### config.mk
export PLATFORM = sky130hd
export DESIGN_NAME = aip_dev_flat
export DESIGN_NICKNAME = d
export VERILOG_FILES = /design/src/aip_pkg.sv /design/src/aip_io_if.sv /design/src/aip_dev.sv /design/src/flat_wrapper.sv
export VERILOG_INCLUDE_DIRS = /design/src
export SDC_FILE = /design/constraint.sdc
export NUM_CORES = 2
export LEC_CHECK = 0
export ABC_AREA = 1
export BUFFER_PORTS_ARGS = -buffer_cell sky130_fd_sc_hd__buf_2
export CAP_MARGIN = 20
export CORE_MARGIN = 1.5
export CORE_UTILIZATION = 50
export CTS_BUF_LIST = sky130_fd_sc_hd__clkbuf_16
export DETAILED_ROUTE_END_ITERATION = 16
export HOLD_SLACK_MARGIN = 0.06
export PLACE_DENSITY = 0.7
export SLEW_MARGIN = 30
export SYNTH_ARGS = -nofsm -noshare
export SYNTH_HDL_FRONTEND = slang
export SYNTH_SLANG_ARGS = --single-unit
### constraint.sdc
create_clock -name mclk_i -period 28.3 [get_ports mclk_i]
set_input_delay 1.415 -clock mclk_i [delete_from_list [all_inputs] [get_ports mclk_i]]
set_output_delay 1.415 -clock mclk_i [all_outputs]
set_load 0.01 [all_outputs]
### src/aip_defines.svh
// constants for the analog input processing link and its two ends
//
// Overview of operation
// - channel samples are eleven bits plus sign
// - scan cycle set by line frequency
// - fixed cycle length, conversion synchronous to line
// - line frequency 50, 60, 16.7 Hz; default 50
// - one line frequency setting for all channels
// - inputs inside zero range forced to zero
// - smoothing factor 2 to 128, default off
// - four reporting modes, integrated threshold default
// - changes sent as events, not every sample
// - two internal channels give zero calibration
// - range 2.5, 5, 10 or 20 mA
// - bipolar, unipolar or live zero; bipolar default
// - live zero scaled 0..100 or -100..100 percent
// - unit loads all parameters before measurement starts; code leaves order to software
// - self-test faults reported and shown on indicator
// - indicator set after two minutes without poll
`ifndef AIP_DEFINES_SVH
`define AIP_DEFINES_SVH

`define AIP_CLK_HZ 20000000
`define AIP_CYC_PER_MS (`AIP_CLK_HZ / 1000)
`define AIP_CONV_60HZ_MS 50
`define AIP_CONV_50HZ_MS 60
`define AIP_CONV_16HZ_MS 200
`define AIP_POLL_TMO_S 120
`define AIP_POLL_PERIOD_MS 1000

`define AIP_NCH 6
`define AIP_SLOT_CAL_A 3'h6
`define AIP_SLOT_CAL_B 3'h7
`define AIP_CH_GLOBAL 3'h7
`define AIP_G_LFREQ 3'h0
`define AIP_G_START 3'h1

`define AIP_LZ_4MA 18'h0019a
`define AIP_LZ_12MA 18'h004cd
`define AIP_ZERO_DEF 7'h05
`define AIP_ZERO_MIN 7'h02
`define AIP_ZERO_MAX 7'h66
`define AIP_CAL_LIMIT 13'h0100
`define AIP_THR_DEF 12'h014
`define AIP_PER_DEF 8'h0a

`define AIP_A_CTRL 8'h00
`define AIP_A_CFG 8'h04
`define AIP_A_STAT 8'h08
`define AIP_A_EVT 8'h0c
`define AIP_A_IRQ_ST 8'h10
`define AIP_A_IRQ_CLR 8'h14
`define AIP_A_IRQ_EN 8'h18
`define AIP_IRQ_EVT 0
`define AIP_IRQ_FLT 1
`define AIP_IRQ_REJ 2

`endif

### src/aip_pkg.sv
// types shared by the analog input device and its communication unit
package aip_pkg;
    typedef enum logic [1:0] {
        AIP_LF_50 = 2'b00,
        AIP_LF_60 = 2'b01,
        AIP_LF_16 = 2'b10
    } aip_lf_t;
    typedef enum logic [1:0] {
        AIP_RNG_2M5 = 2'b00,
        AIP_RNG_5M = 2'b01,
        AIP_RNG_10M = 2'b10,
        AIP_RNG_20M = 2'b11
    } aip_rng_t;
    typedef enum logic [1:0] {
        AIP_SIG_BIP = 2'b00,
        AIP_SIG_UNI = 2'b01,
        AIP_SIG_LZ = 2'b10
    } aip_sig_t;
    typedef enum logic [1:0] {
        AIP_MODE_INT = 2'b00,
        AIP_MODE_ABS = 2'b01,
        AIP_MODE_PER = 2'b10,
        AIP_MODE_INTPER = 2'b11
    } aip_mode_t;
    typedef enum logic [2:0] {
        AIP_P_RANGE = 3'b000,
        AIP_P_SIGTYPE = 3'b001,
        AIP_P_LZADJ = 3'b010,
        AIP_P_ZERO = 3'b011,
        AIP_P_SMOOTH = 3'b100,
        AIP_P_MODE = 3'b101,
        AIP_P_THRESH = 3'b110,
        AIP_P_PERIOD = 3'b111
    } aip_par_t;
    typedef enum logic {
        AIP_CU_IDLE = 1'b0,
        AIP_CU_BUSY = 1'b1
    } aip_cu_st_t;
endpackage

### src/aip_io_if.sv
// field I/O link between the analog input device and the communication unit
`timescale 1ns/10ps
`default_nettype none
interface aip_io_if;
    logic cfg_valid;
    logic cfg_ready;
    logic [2:0] cfg_ch;
    logic [2:0] cfg_sel;
    logic [15:0] cfg_data;
    logic poll;
    logic evt_valid;
    logic evt_ready;
    logic [2:0] evt_ch;
    logic [11:0] evt_value;
    logic [4:0] fault;
    modport dev (
        input cfg_valid, cfg_ch, cfg_sel, cfg_data, poll, evt_ready,
        output cfg_ready, evt_valid, evt_ch, evt_value, fault
    );
    modport cu (
        output cfg_valid, cfg_ch, cfg_sel, cfg_data, poll, evt_ready,
        input cfg_ready, evt_valid, evt_ch, evt_value, fault
    );
endinterface
`default_nettype wire

### src/aip_dev.sv
// analog input device: scan timing, calibration, per-channel processing
//
// The address map and the APB slave port were chosen for this implementation.
`timescale 1ns/10ps
`default_nettype none
`include "aip_defines.svh"
module aip_dev #(
    parameter int unsigned CONV60_CYC = `AIP_CONV_60HZ_MS * `AIP_CYC_PER_MS,
    parameter int unsigned CONV50_CYC = `AIP_CONV_50HZ_MS * `AIP_CYC_PER_MS,
    parameter int unsigned CONV16_CYC = `AIP_CONV_16HZ_MS * `AIP_CYC_PER_MS,
    parameter int unsigned POLL_TMO_CYC =
        32'(64'd`AIP_POLL_TMO_S * 64'd`AIP_CLK_HZ)
) (
    // clock and reset
    input wire logic mclk_i,
    input wire logic reset_i,
    // link to the communication unit
    aip_io_if.dev io,
    // converter
    output logic conv_start_o,
    output logic [2:0] conv_ch_o,
    input wire logic adc_valid_i,
    input wire logic signed [12:0] adc_data_i,
    input wire logic adc_err_i,
    // indicator
    output logic fault_led_o
);
    function automatic logic signed [11:0] sat12(input logic signed [17:0] x);
        if (x[17:11] != {7{x[17]}})
            sat12 = x[17] ? 12'sh801 : 12'sh7ff;
        else if (x[11:0] == 12'h800)
            sat12 = 12'sh801;
        else
            sat12 = x[11:0];
    endfunction

    function automatic logic [12:0] abs13(input logic signed [12:0] x);
        abs13 = x[12] ? 13'(-x) : x;
    endfunction

    // global state
    aip_pkg::aip_lf_t lf_q;
    logic run_q, first_q, got_q, tout_q, cal_bad_q;
    logic [31:0] tmr_q, wd_q;
    logic err_s1_q, err_s2_q, err_s3_q, err_q;
    logic signed [12:0] cal_a_q, cal_b_q;
    // per-channel parameters and state
    logic [1:0] rng_q [`AIP_NCH];
    logic [1:0] sig_q [`AIP_NCH];
    logic lza_q [`AIP_NCH];
    logic [6:0] zb_q [`AIP_NCH];
    logic [2:0] smk_q [`AIP_NCH];
    logic [1:0] mode_q [`AIP_NCH];
    logic [11:0] thr_q [`AIP_NCH];
    logic [7:0] per_q [`AIP_NCH];
    logic signed [19:0] acc_q [`AIP_NCH];
    logic signed [11:0] last_q [`AIP_NCH];
    logic [15:0] integ_q [`AIP_NCH];
    logic [7:0] pcnt_q [`AIP_NCH];
    // event output
    logic evt_valid_q;
    logic [2:0] evt_ch_q;
    logic [11:0] evt_val_q;

    // scan timing: eight equal slots, six inputs then two zero references
    wire [31:0] slot_len = (lf_q == aip_pkg::AIP_LF_60) ? CONV60_CYC :
        (lf_q == aip_pkg::AIP_LF_16) ? CONV16_CYC : CONV50_CYC;
    wire slot_end = run_q && (tmr_q == 32'h0);
    wire [2:0] nxt_slot = first_q ? 3'h0 : 3'(conv_ch_o + 3'h1);
    wire is_meas = (conv_ch_o < 3'(`AIP_NCH));
    wire [2:0] ci = is_meas ? conv_ch_o : 3'h0;
    wire sample = adc_valid_i && run_q && !first_q;

    // zero calibration from the two reference slots
    wire signed [13:0] cal_sum = 14'(cal_a_q) + 14'(cal_b_q);
    wire signed [12:0] offset = 13'(cal_sum >>> 1);
    wire signed [13:0] corr = 14'(adc_data_i) - 14'(offset);
    wire signed [17:0] corr18 = 18'(corr);

    // range scaling: full scale of each range maps to 2048 steps
    wire [1:0] rsh = 2'(2'd3 - rng_q[ci]);
    wire signed [11:0] scl = sat12((corr18 <<< rsh) >>> 1);
    wire signed [17:0] scl18 = 18'(scl);
    wire signed [17:0] lz_off = lza_q[ci] ? scl18 - $signed(`AIP_LZ_12MA) :
        scl18 - $signed(`AIP_LZ_4MA);
    wire signed [17:0] lz_x = lza_q[ci] ? (lz_off <<< 1) + (lz_off >>> 1) :
        lz_off + (lz_off >>> 2);
    wire signed [11:0] typed = (sig_q[ci] == aip_pkg::AIP_SIG_LZ) ?
        sat12(lz_x) : ((sig_q[ci] == aip_pkg::AIP_SIG_UNI) && scl[11]) ?
        12'sh000 : scl;

    // zero supervision
    wire [12:0] typ_abs = abs13(13'(typed));
    wire signed [11:0] zv = (typ_abs <= 13'(zb_q[ci])) ?
        12'sh000 : typed;

    // recursive average, one k-th of the error per sample
    // the concatenation is unsigned, so restore the sign before widening
    wire signed [20:0] s_diff = 21'($signed({zv, 8'h00})) - 21'(acc_q[ci]);
    wire signed [20:0] s_step = s_diff >>> smk_q[ci];
    wire signed [19:0] s_next = 20'(21'(acc_q[ci]) + s_step);
    wire signed [11:0] sm = s_next[19:8];

    // reporting decisions
    wire [12:0] dev_abs = abs13(13'(sm) - 13'(last_q[ci]));
    wire [16:0] integ_w = 17'(integ_q[ci]) + 17'(dev_abs);
    wire [15:0] integ_s = integ_w[16] ? 16'hffff : integ_w[15:0];
    wire int_hit = integ_s >= 16'(thr_q[ci]);
    wire abs_hit = dev_abs >= 13'(thr_q[ci]);
    wire per_hit = (pcnt_q[ci] == 8'h00);
    wire hit = (mode_q[ci] == aip_pkg::AIP_MODE_INT) ? int_hit :
        (mode_q[ci] == aip_pkg::AIP_MODE_ABS) ? abs_hit :
        (mode_q[ci] == aip_pkg::AIP_MODE_PER) ? per_hit :
        (int_hit || per_hit);
    // a taken event frees the slot in the same cycle, so a new one wins
    wire evt_free = !evt_valid_q || io.evt_ready;
    wire meas_ok = sample && is_meas;
    wire send = meas_ok && hit && evt_free;
    wire [7:0] per_ld = (per_q[ci] == 8'h00) ? 8'h00 : 8'(per_q[ci] - 8'h01);

    // configuration writes, taken on every valid cycle
    wire cfg_glb = io.cfg_valid && (io.cfg_ch == `AIP_CH_GLOBAL);
    wire cfg_chn = io.cfg_valid && (io.cfg_ch < 3'(`AIP_NCH));
    wire [6:0] zb_in = (io.cfg_data[6:0] < `AIP_ZERO_MIN) ? `AIP_ZERO_MIN :
        (io.cfg_data[6:0] > `AIP_ZERO_MAX) ? `AIP_ZERO_MAX :
        io.cfg_data[6:0];

    assign io.cfg_ready = 1'b1;
    assign io.evt_valid = evt_valid_q;
    assign io.evt_ch = evt_ch_q;
    assign io.evt_value = evt_val_q;
    assign io.fault = {(wd_q == POLL_TMO_CYC), cal_bad_q, tout_q, err_q,
        !run_q};
    assign fault_led_o = |io.fault;

    always_ff @(posedge mclk_i or posedge reset_i)
    begin
        if (reset_i)
        begin
            lf_q <= aip_pkg::AIP_LF_50;
            run_q <= 1'b0;
        end
        else if (cfg_glb && (io.cfg_sel == `AIP_G_LFREQ) &&
            (io.cfg_data[1:0] != 2'b11))
            lf_q <= aip_pkg::aip_lf_t'(io.cfg_data[1:0]);
        else if (cfg_glb && (io.cfg_sel == `AIP_G_START))
            run_q <= io.cfg_data[0];
    end

    // conversion is released only at slot boundaries; each slot is a whole
    // number of line periods at 50 and 60 Hz, so line hum integrates out
    always_ff @(posedge mclk_i or posedge reset_i)
    begin
        if (reset_i)
        begin
            tmr_q <= 32'h0;
            first_q <= 1'b1;
            got_q <= 1'b0;
            tout_q <= 1'b0;
            conv_start_o <= 1'b0;
            conv_ch_o <= 3'h0;
        end
        else
        begin
            conv_start_o <= slot_end;
            if (!run_q)
            begin
                tmr_q <= 32'h0;
                first_q <= 1'b1;
                got_q <= 1'b0;
            end
            else if (slot_end)
            begin
                tmr_q <= slot_len - 32'h1;
                conv_ch_o <= nxt_slot;
                first_q <= 1'b0;
                got_q <= 1'b0;
                if (!first_q)
                    tout_q <= !(got_q || adc_valid_i);
            end
            else
            begin
                tmr_q <= tmr_q - 32'h1;
                if (adc_valid_i)
                    got_q <= 1'b1;
            end
        end
    end

    // converter error pin and poll supervision
    always_ff @(posedge mclk_i or posedge reset_i)
    begin
        if (reset_i)
        begin
            {err_s1_q, err_s2_q, err_s3_q, err_q} <= 4'h0;
            wd_q <= 32'h0;
        end
        else
        begin
            err_s1_q <= adc_err_i;
            err_s2_q <= err_s1_q;
            err_s3_q <= err_s2_q;
            if (err_s2_q == err_s3_q)
                err_q <= err_s3_q;
            if (io.poll)
                wd_q <= 32'h0;
            else if (wd_q != POLL_TMO_CYC)
                wd_q <= wd_q + 32'h1;
        end
    end

    always_ff @(posedge mclk_i or posedge reset_i)
    begin
        if (reset_i)
        begin
            cal_a_q <= 13'sh0000;
            cal_b_q <= 13'sh0000;
            cal_bad_q <= 1'b0;
        end
        else if (sample && !is_meas)
        begin
            if (conv_ch_o == `AIP_SLOT_CAL_A)
                cal_a_q <= adc_data_i;
            if (conv_ch_o == `AIP_SLOT_CAL_B)
                cal_b_q <= adc_data_i;
            cal_bad_q <= abs13(adc_data_i) > `AIP_CAL_LIMIT;
        end
    end

    always_ff @(posedge mclk_i or posedge reset_i)
    begin
        if (reset_i)
        begin
            for (int i = 0; i < `AIP_NCH; i++)
            begin
                rng_q[i] <= aip_pkg::AIP_RNG_20M;
                sig_q[i] <= aip_pkg::AIP_SIG_BIP;
                lza_q[i] <= 1'b0;
                zb_q[i] <= `AIP_ZERO_DEF;
                smk_q[i] <= 3'h0;
                mode_q[i] <= aip_pkg::AIP_MODE_INT;
                thr_q[i] <= `AIP_THR_DEF;
                per_q[i] <= `AIP_PER_DEF;
            end
        end
        else if (cfg_chn)
        begin
            case (aip_pkg::aip_par_t'(io.cfg_sel))
                aip_pkg::AIP_P_RANGE: rng_q[io.cfg_ch] <= io.cfg_data[1:0];
                aip_pkg::AIP_P_SIGTYPE:
                    if (io.cfg_data[1:0] != 2'b11)
                        sig_q[io.cfg_ch] <= io.cfg_data[1:0];
                aip_pkg::AIP_P_LZADJ: lza_q[io.cfg_ch] <= io.cfg_data[0];
                aip_pkg::AIP_P_ZERO: zb_q[io.cfg_ch] <= zb_in;
                aip_pkg::AIP_P_SMOOTH: smk_q[io.cfg_ch] <= io.cfg_data[2:0];
                aip_pkg::AIP_P_MODE: mode_q[io.cfg_ch] <= io.cfg_data[1:0];
                aip_pkg::AIP_P_THRESH: thr_q[io.cfg_ch] <= io.cfg_data[11:0];
                aip_pkg::AIP_P_PERIOD: per_q[io.cfg_ch] <= io.cfg_data[7:0];
                default: ;
            endcase
        end
    end

    // channel state; a blocked event keeps integrating and retries next scan
    always_ff @(posedge mclk_i or posedge reset_i)
    begin
        if (reset_i)
        begin
            for (int i = 0; i < `AIP_NCH; i++)
            begin
                acc_q[i] <= 20'sh00000;
                last_q[i] <= 12'sh000;
                integ_q[i] <= 16'h0000;
                pcnt_q[i] <= 8'h00;
            end
        end
        else if (meas_ok)
        begin
            acc_q[ci] <= s_next;
            if (send)
            begin
                last_q[ci] <= sm;
                integ_q[ci] <= 16'h0000;
                pcnt_q[ci] <= per_ld;
            end
            else
            begin
                integ_q[ci] <= integ_s;
                if (!per_hit)
                    pcnt_q[ci] <= 8'(pcnt_q[ci] - 8'h01);
            end
        end
    end

    always_ff @(posedge mclk_i or posedge reset_i)
    begin
        if (reset_i)
        begin
            evt_valid_q <= 1'b0;
            evt_ch_q <= 3'h0;
            evt_val_q <= 12'h000;
        end
        else if (send)
        begin
            evt_valid_q <= 1'b1;
            evt_ch_q <= conv_ch_o;
            evt_val_q <= sm;
        end
        else if (io.evt_ready)
            evt_valid_q <= 1'b0;
    end
endmodule
`default_nettype wire

### src/flat_wrapper.sv
// flat-port wrapper written by rule: the top's interface ports become plain ports
module aip_dev_flat 
#(
    parameter int unsigned CONV60_CYC = `AIP_CONV_60HZ_MS * `AIP_CYC_PER_MS,
    parameter int unsigned CONV50_CYC = `AIP_CONV_50HZ_MS * `AIP_CYC_PER_MS,
    parameter int unsigned CONV16_CYC = `AIP_CONV_16HZ_MS * `AIP_CYC_PER_MS,
    parameter int unsigned POLL_TMO_CYC =
        32'(64'd`AIP_POLL_TMO_S * 64'd`AIP_CLK_HZ)
)
  (mclk_i, reset_i, conv_start_o, conv_ch_o, adc_valid_i, adc_data_i, adc_err_i, fault_led_o, io_cfg_valid, io_cfg_ch, io_cfg_sel, io_cfg_data, io_poll, io_evt_ready, io_cfg_ready, io_evt_valid, io_evt_ch, io_evt_value, io_fault);
  aip_io_if io_i ();
  input wire logic mclk_i;
  input wire logic reset_i;
  output logic conv_start_o;
  output logic [2:0] conv_ch_o;
  input wire logic adc_valid_i;
  input wire logic signed [12:0] adc_data_i;
  input wire logic adc_err_i;
  output logic fault_led_o;
  input wire logic [$bits(io_i.cfg_valid)-1:0] io_cfg_valid;
  input wire logic [$bits(io_i.cfg_ch)-1:0] io_cfg_ch;
  input wire logic [$bits(io_i.cfg_sel)-1:0] io_cfg_sel;
  input wire logic [$bits(io_i.cfg_data)-1:0] io_cfg_data;
  input wire logic [$bits(io_i.poll)-1:0] io_poll;
  input wire logic [$bits(io_i.evt_ready)-1:0] io_evt_ready;
  output wire logic [$bits(io_i.cfg_ready)-1:0] io_cfg_ready;
  output wire logic [$bits(io_i.evt_valid)-1:0] io_evt_valid;
  output wire logic [$bits(io_i.evt_ch)-1:0] io_evt_ch;
  output wire logic [$bits(io_i.evt_value)-1:0] io_evt_value;
  output wire logic [$bits(io_i.fault)-1:0] io_fault;
  assign io_i.cfg_valid = io_cfg_valid;
  assign io_i.cfg_ch = io_cfg_ch;
  assign io_i.cfg_sel = io_cfg_sel;
  assign io_i.cfg_data = io_cfg_data;
  assign io_i.poll = io_poll;
  assign io_i.evt_ready = io_evt_ready;
  assign io_cfg_ready = io_i.cfg_ready;
  assign io_evt_valid = io_i.evt_valid;
  assign io_evt_ch = io_i.evt_ch;
  assign io_evt_value = io_i.evt_value;
  assign io_fault = io_i.fault;
  aip_dev #(.CONV60_CYC(CONV60_CYC), .CONV50_CYC(CONV50_CYC), .CONV16_CYC(CONV16_CYC), .POLL_TMO_CYC(POLL_TMO_CYC)) u_core (.mclk_i(mclk_i), .reset_i(reset_i), .io(io_i), .conv_start_o(conv_start_o), .conv_ch_o(conv_ch_o), .adc_valid_i(adc_valid_i), .adc_data_i(adc_data_i), .adc_err_i(adc_err_i), .fault_led_o(fault_led_o));
endmodule
* Word level (Yosys, flattened, before mapping)
Index checks and enable logic that the tools add are counted.
** Word-level totals
- Bits in registers :: 679
- Bits of input ports :: 42
- Output and inout port bits :: 27
- Word-level logic and storage cells :: 312
** Cells by class
- Add/subtract/negate cells :: 20
- Order comparisons :: 12
- Equal/unequal tests :: 27
- Shifts and indexed selects :: 2
- Mux-type cells :: 108
- Bitwise operators :: 6
- Reduce and logical (&&, ||, !) cells :: 46
** Operator list (count)
- 12-bit two-way mux :: 15
- 32-bit two-way mux :: 5
- 48-bit bitwise mux :: 3
- 72-bit bitwise mux :: 2
- 120-bit bitwise mux :: 1
- 96-bit bitwise AND :: 1
- 96-bit bitwise mux :: 1
- 48-bit two-way mux :: 2
- 96-bit two-way mux :: 1
- 96-bit inverter :: 1
- 12-bit binary-select mux with 3-bit select :: 2
- 12-bit demux with 3-bit select :: 2
- 16-bit two-way mux :: 4
- 32-bit by 1-bit subtractor with 32-bit output (second input constant) :: 2
- 20-bit binary-select mux with 3-bit select :: 1
- 20-bit demux with 3-bit select :: 1
- 20-bit two-way mux :: 3
- 8-bit two-way mux :: 7
- 16-bit binary-select mux with 3-bit select :: 1
- 8-bit binary-select mux with 3-bit select :: 2
- 16-bit demux with 3-bit select :: 1
- 8-bit demux with 3-bit select :: 2
- 42-bit bitwise mux :: 1
- 13-bit two-way mux :: 3
- 70 further kinds :: 157

* Logic depth before layout (Yosys ltp)
- Depth in word-level cells :: 40
- Depth in mapped cells :: 153
- Depth with buffers taken out :: 148

* Least setup slack after synthesis
OpenSTA, ideal clock, no wires.
- Kind :: register -> register
- Start point :: register u_core.cal_b_q[1]
- End point :: register u_core.pcnt_q[14] (netlist name)
- Library setup time :: 117 ps
- Data arrival time :: 18478 ps
- Required time :: 28183 ps
- Path slack :: 9705 ps
- Stages on the path, launching flop included :: 147
- Buffers on the path :: 7
- Clock period less this slack :: 18595 ps
- Cell sequence :: dfrtp_1 > inv_1 > fa_1 > nand3b_1 > and2_1 > nor2_1 > nor2_1 > o21bai_1 > a21oi_1 > o21ai_0 > a21o_1 > a21oi_1 > inv_1 > a21oi_1 > nor2_1 > nor2_1 > xor2_1 > ha_1 > [... 111 more ...] > a21oi_1 > o21ai_0 > a21oi_1 > nor2_1 > a211oi_1 > nand3_1 > nor2_1 > nand2_1 > nand2_1 > nand2_1 > nand3_4 > buf_8 > inv_2 > buf_2 > nand2_1 > nand2_1 > nand2_1 > nand2_1
** Between the ends
- Cells in the longest elaborated chain, start to end :: 35
- Elaborated cells between the ends (all ways) :: 45
- Those cells by class :: add/sub: 12; order compare: 3; eq/ne: 5; shift: 2; mux: 18; reduce/logical: 5
** Ends and longest elaborated chain
- start, declared :: line aip_dev.sv:46 : logic signed [12:0] cal_a_q, cal_b_q;
- start signal, assigned :: line aip_dev.sv:225 : cal_b_q <= adc_data_i;
- 13-bit by 13-bit adder with 14-bit output * :: line aip_dev.sv:75 : wire signed [13:0] cal_sum = 14'(cal_a_q) + 14'(cal_b_q);
- 13-bit by 13-bit subtractor with 14-bit output * :: line aip_dev.sv:77 : wire signed [13:0] corr = 14'(adc_data_i) - 14'(offset);
- 14-bit by 2-bit <<< shifter with 18-bit output * :: line aip_dev.sv:82 : wire signed [11:0] scl = sat12((corr18 <<< rsh) >>> 1);
- 12-bit equality test :: line aip_dev.sv:31 : else if (x[11:0] == 12'h800)
- 12-bit two-way mux :: line aip_dev.sv:31
- 12-bit two-way mux * :: line aip_dev.sv:29 : if (x[17:11] != {7{x[17]}})
- 12-bit by 10-bit subtractor with 13-bit output or 12-bit by 12-bit subtractor with 13-bit output (tied branches) :: line aip_dev.sv:85, aip_dev.sv:84
- 18-bit two-way mux :: line aip_dev.sv:84 : wire signed [17:0] lz_off = lza_q[ci] ? scl18 - $signed(`AIP_LZ_12MA) :
- [... 13 more ...]
- via u_core.s_next[9] :: line aip_dev.sv:101 : wire signed [19:0] s_next = 20'(21'(acc_q[ci]) + s_step);
- [... 5 more ...]
- 16-bit by 12-bit >= comparator with 1-bit output :: line aip_dev.sv:108 : wire int_hit = integ_s >= 16'(thr_q[ci]);
- 1-bit logical OR :: line aip_dev.sv:114 : (int_hit || per_hit);
- 1-bit two-way mux :: line aip_dev.sv:113 : (mode_q[ci] == aip_pkg::AIP_MODE_PER) ? per_hit :
- 1-bit two-way mux :: line aip_dev.sv:112 : (mode_q[ci] == aip_pkg::AIP_MODE_ABS) ? abs_hit :
- 1-bit two-way mux * :: line aip_dev.sv:111 : wire hit = (mode_q[ci] == aip_pkg::AIP_MODE_INT) ? int_hit :
- 1-bit logical AND * (2 in a row) :: line aip_dev.sv:118 : wire send = meas_ok && hit && evt_free;
- 2-bit != test (no line)
- 2-bit AND reduction (no line)
- end signal, assigned by index :: line aip_dev.sv:284 : pcnt_q[ci] <= per_ld;
- end signal, assigned by index :: line aip_dev.sv:290 : pcnt_q[ci] <= 8'(pcnt_q[ci] - 8'h01);
- end, declared :: line aip_dev.sv:59 : logic [7:0] pcnt_q [`AIP_NCH];
The timed path passes the listed nets; every way through them passes the cells marked *.
A chain may end at the register's enable or synchronous reset.

* Worst setup path after layout
- Start point :: register u_core.cal_b_q[1]
- End point :: register u_core.integ_q[59] (netlist name)
** Between the ends
- Cells in the longest elaborated chain, start to end :: 34
- Elaborated cells between the ends (all ways) :: 44
- Those cells by class :: add/sub: 12; order compare: 3; eq/ne: 4; shift: 2; mux: 19; reduce/logical: 4
** Ends and longest elaborated chain
- 13-bit by 13-bit adder with 14-bit output * :: line aip_dev.sv:75
- 13-bit by 13-bit subtractor with 14-bit output * :: line aip_dev.sv:77
- 14-bit by 2-bit <<< shifter with 18-bit output * :: line aip_dev.sv:82
- 12-bit equality test :: line aip_dev.sv:31
- 12-bit two-way mux :: line aip_dev.sv:31
- 12-bit two-way mux * :: line aip_dev.sv:29
- 12-bit by 10-bit subtractor with 13-bit output or 12-bit by 12-bit subtractor with 13-bit output (tied branches) :: line aip_dev.sv:85, aip_dev.sv:84
- 18-bit two-way mux :: line aip_dev.sv:84
- [... 13 more ...]
- via u_core.s_next[11] :: line aip_dev.sv:101
- [... 4 more ...]
- 16-bit two-way mux :: line aip_dev.sv:107 : wire [15:0] integ_s = integ_w[16] ? 16'hffff : integ_w[15:0];
- 16-bit by 12-bit >= comparator with 1-bit output :: line aip_dev.sv:108
- 1-bit logical OR :: line aip_dev.sv:114
- 1-bit two-way mux :: line aip_dev.sv:113
- 1-bit two-way mux :: line aip_dev.sv:112
- 1-bit two-way mux :: line aip_dev.sv:111
- 1-bit logical AND (2 in a row) :: line aip_dev.sv:118
- 96-bit two-way mux * :: line aip_dev.sv:280 : if (send)
- end signal, assigned by index :: line aip_dev.sv:288 : integ_q[ci] <= integ_s;
- end, declared :: line aip_dev.sv:58 : logic [15:0] integ_q [`AIP_NCH];
Marked as above.

==> impl_metrics.py <==
metrics = {
    "layout": {
        "syn_to_final_growth_pct": 8.08,
        "drive_above_1_share": 0.0714,
        "diodes": 0,
        "finish.net_count": 5816,
    },
    "placement": {
        "port_buffers": 63,
        "gp_congestion": 0.934,
        "hpwlAfterDp_um": 74600,
    },
    "setup_path": {
        "cp.required_ps": 28860,
        "critPathKind": "flip-flop to flip-flop",
        "startpoint": "u_core.cal_b_q[1]",
        "cp_common_cell": "nand2_1",
        "cp_max_fo": 46,
        "worst_path_largest_cell_delay_ps": 650,
        "r2r_start": "u_core.cal_b_q[1]",
        "slowest_stage": "nand3_4",
        "cp-end-kind": "flip-flop",
        "cp_num_buf_inv": 15,
        "startpoint_type": "flip-flop",
        "path_delay_family": "simple AND/OR/NAND/NOR gates",
        "crit_arrival_ps": 25610,
    },
    "grt": {
        "grt_pass1_vias": 35229,
        "antenna_found_initial": 0,
        "grt_start_max_net_pins": 151,
        "grt.total_usage": 0.272,
        "grt-ovfl-total": 0,
        "grt_first_pass_wirelength_um": 188000,
    },
    "timing": {
        "clock.fmax_mhz": 39.9,
        "slew-limit-headroom": 0.358,
        "setup_viol": 0,
        "rsz0062_at_grt": "no",
        "post-route-period-util": 0.885,
        "tns_ps": 0,
        "fin_worst_skew_ps": 42.7,
        "slew_viol_final": 0,
        "worst_slew_pin_slew_ps": 959,
        "worst_hold_slack_ps": 349,
        "hold_viol_final": 0,
        "min_period_ps": 25050,
    },
    "clock_network": {
        "cts_resized": 0,
        "cts_tree": "done",
        "ctsLongestPathBuffers": 3,
        "cts_root_buf": "clkbuf_16",
        "post_cts_buffers": 0,
        "htreeDepth": 3,
        "cts_buffers": 77,
        "cts_sinks": 679,
        "clk_pin_slew_worst_paths_ps": 60,
        "ctsHoldBuffers": 0,
        "clkLatencyLatePin_ps": 650,
    },
    "synthesis": {
        "synth_top_cell_by_area": "dfrtp_1",
        "synth.top_cell.area_share": 0.381,
        "synthTopCellsByArea": "dfrtp_1 38%, nand2_1 14%, o21ai_0 11%, inv_1 4.9%, nor2_1 4.6%",
        "synthTopCellsByCount": "1577 x nand2_1, 873 x o21ai_0, 630 x dfrtp_1, 539 x inv_1, 502 x nor2_1",
        "syn_area_um2": 41400,
        "syn_area_per_cell_um2": 7.24,
        "ys.flop_type": "dfrtp_1",
        "postSynthNetCount": 5908,
        "async_reset_ff_frac": 1.00,
        "ys_seq_area_frac": 0.412,
        "ys_types": 66,
        "synth_cells": 5716,
        "synth-edff-count": 0,
        "synth-seq-cells": 679,
        "synth_most_common_cell": "nand2_1",
        "synth_warnings": 0,
    },
    "min_path": {
        "min_from": "u_core.err_s1_q",
        "hp-class": "flip-flop to flip-flop",
    },
    "route": {
        "via_count": 37758,
        "first_pass_iters": 8,
        "wire_per_inst_um": 17.0,
        "drt-initial-drc-count": 3550,
        "final_antenna_net_count": 0,
        "routed_wl_um": 115000,
        "vias_per_cell": 5.59,
        "drc": 0,
    },
    "die": {
        "num_rows": 105,
        "die_h_um": 291,
        "core_um2": 82000,
        "die_w_um": 291,
        "ios": 69,
        "dieArea_um2": 84500,
        "initial_core_util": 0.505,
    },
    "status": {
        "status": "completed",
    },
    "run": {
        "maxCapViolations": 0,
    },
}
[final cells by class]
| cell class | count | area (µm²) |
|---|---|---|
| Sequential cell | 679 | 17100 |
| Clock inverter | 65 | 488 |
| Clock buffer | 78 | 1950 |
| Multi-Input combinational cell | 4183 | 21000 |
| Fill cell | 7887 | 37300 |
| Timing Repair Buffer | 116 | 769 |
| Tap cell | 1070 | 1340 |
| Inverter | 567 | 2140 |
[through the flow]
stage / cells / util / area (µm²) / setup slack (ps)
3_3_place_gp: 6614 / 0.515 / 42200 / 3970
4_1_cts: 6757 / 0.545 / 44700 / 3640
5_1_grt: 6758 / 0.545 / 44700 / 382
3_5_place_dp: 6614 / 0.515 / 42200 / 3810
6_report: 6758 / 0.545 / 44700 / 3250
2_1_floorplan: 5716 / - / 41400 / 7930
[worst register-to-register path: cells and delay by family (launching register included)]
kind	cells	cell delay, ps
AO/OA/AOI/OAI	44	8240
adder cells (fa/ha/maj)	11	3880
flip-flops	1	370
buffers and inverters	15	2590
AND/OR/NAND/NOR	58	8630
XOR/XNOR	5	1060
multiplexers	2	230
[cells in the final DEF, fill, tap and decap left out, types with 9 or more instances in the layout]
| cell | instances |
|---|---|
| xnor2_1 | 21 |
| dfrtp_1 | 630 |
| nand3_1 | 262 |
| o21ai_0 | 872 |
| inv_2 | 23 |
| a22oi_1 | 13 |
| a21oi_1 | 226 |
| ha_1 | 143 |
| buf_4 | 45 |
| nor3_1 | 52 |
| o32ai_1 | 31 |
| o21bai_1 | 14 |
| nand3b_1 | 9 |
| nor4_1 | 22 |
| dfstp_2 | 49 |
| clkinv_2 | 9 |
| o21ai_1 | 21 |
| a31oi_1 | 27 |
| clkbuf_16 | 78 |
| nor2_1 | 501 |
| inv_1 | 559 |
| a32oi_1 | 26 |
| buf_2 | 63 |
| o22ai_1 | 37 |
| nand2_2 | 13 |
| nand4_1 | 44 |
| clkinv_1 | 24 |
| a21oi_2 | 16 |
| mux2i_1 | 18 |
| nor2_2 | 10 |
| xor2_1 | 80 |
| nand2_1 | 1577 |
| or2_2 | 48 |
| o21a_1 | 9 |
[sequential cells by signal (all words and copies together), names as in the netlist, 3 cells and up]
register,cells
u_core.rng_q,12
u_core.io.evt_value,12
u_core.cal_b_q,13
u_core.cal_a_q,13
u_core.wd_q,32
u_core.io.evt_ch,3
u_core.conv_ch_o,3
u_core.thr_q,72
u_core.sig_q,12
u_core.pcnt_q,48
u_core.integ_q,96
u_core.smk_q,18
u_core.last_q,72
u_core.tmr_q,32
u_core.mode_q,12
u_core.lza_q,6
u_core.zb_q,42
u_core.acc_q,120
u_core.per_q,48
[cell families after synthesis]
| family | share of synthesized area |
|---|---|
| other | 0.0000907 |
| buffers and inverters | 0.0823 |
| flip-flops | 0.412 |
| XOR/XNOR | 0.0214 |
| adder cells (fa/ha/maj) | 0.0467 |
| AO/OA/AOI/OAI | 0.177 |
| AND/OR/NAND/NOR | 0.256 |
| multiplexers | 0.00436 |
[path summary, 6_finish.rpt]
path,cells past startpoint,slack (ps),endpoint
worst max-delay path,135,3250,u_core.integ_q[59]
worst min-delay path,0,350,u_core.err_s2_q
worst max register to register,135,3250,u_core.integ_q[59]
worst min register to register,0,350,u_core.err_s2_q
max in group asynchronous,6,24260,u_core.last_q[56]
min in group asynchronous,2,860,u_core.tout_q
[layer usage]
metal / up-vias / share of wire / global-route usage
met5: - / 0 / 0
met4: 0 / 0.026 / 0.0802
met3: 205 / 0.065 / 0.0310
met2: 1215 / 0.45 / 0.436
met1: 17826 / 0.46 / 0.386
li1: 18512 / - / -
Power is left out: the tool's default activity adds up to more than one toggle a clock period on the data nets, which glitch-free logic cannot reach.
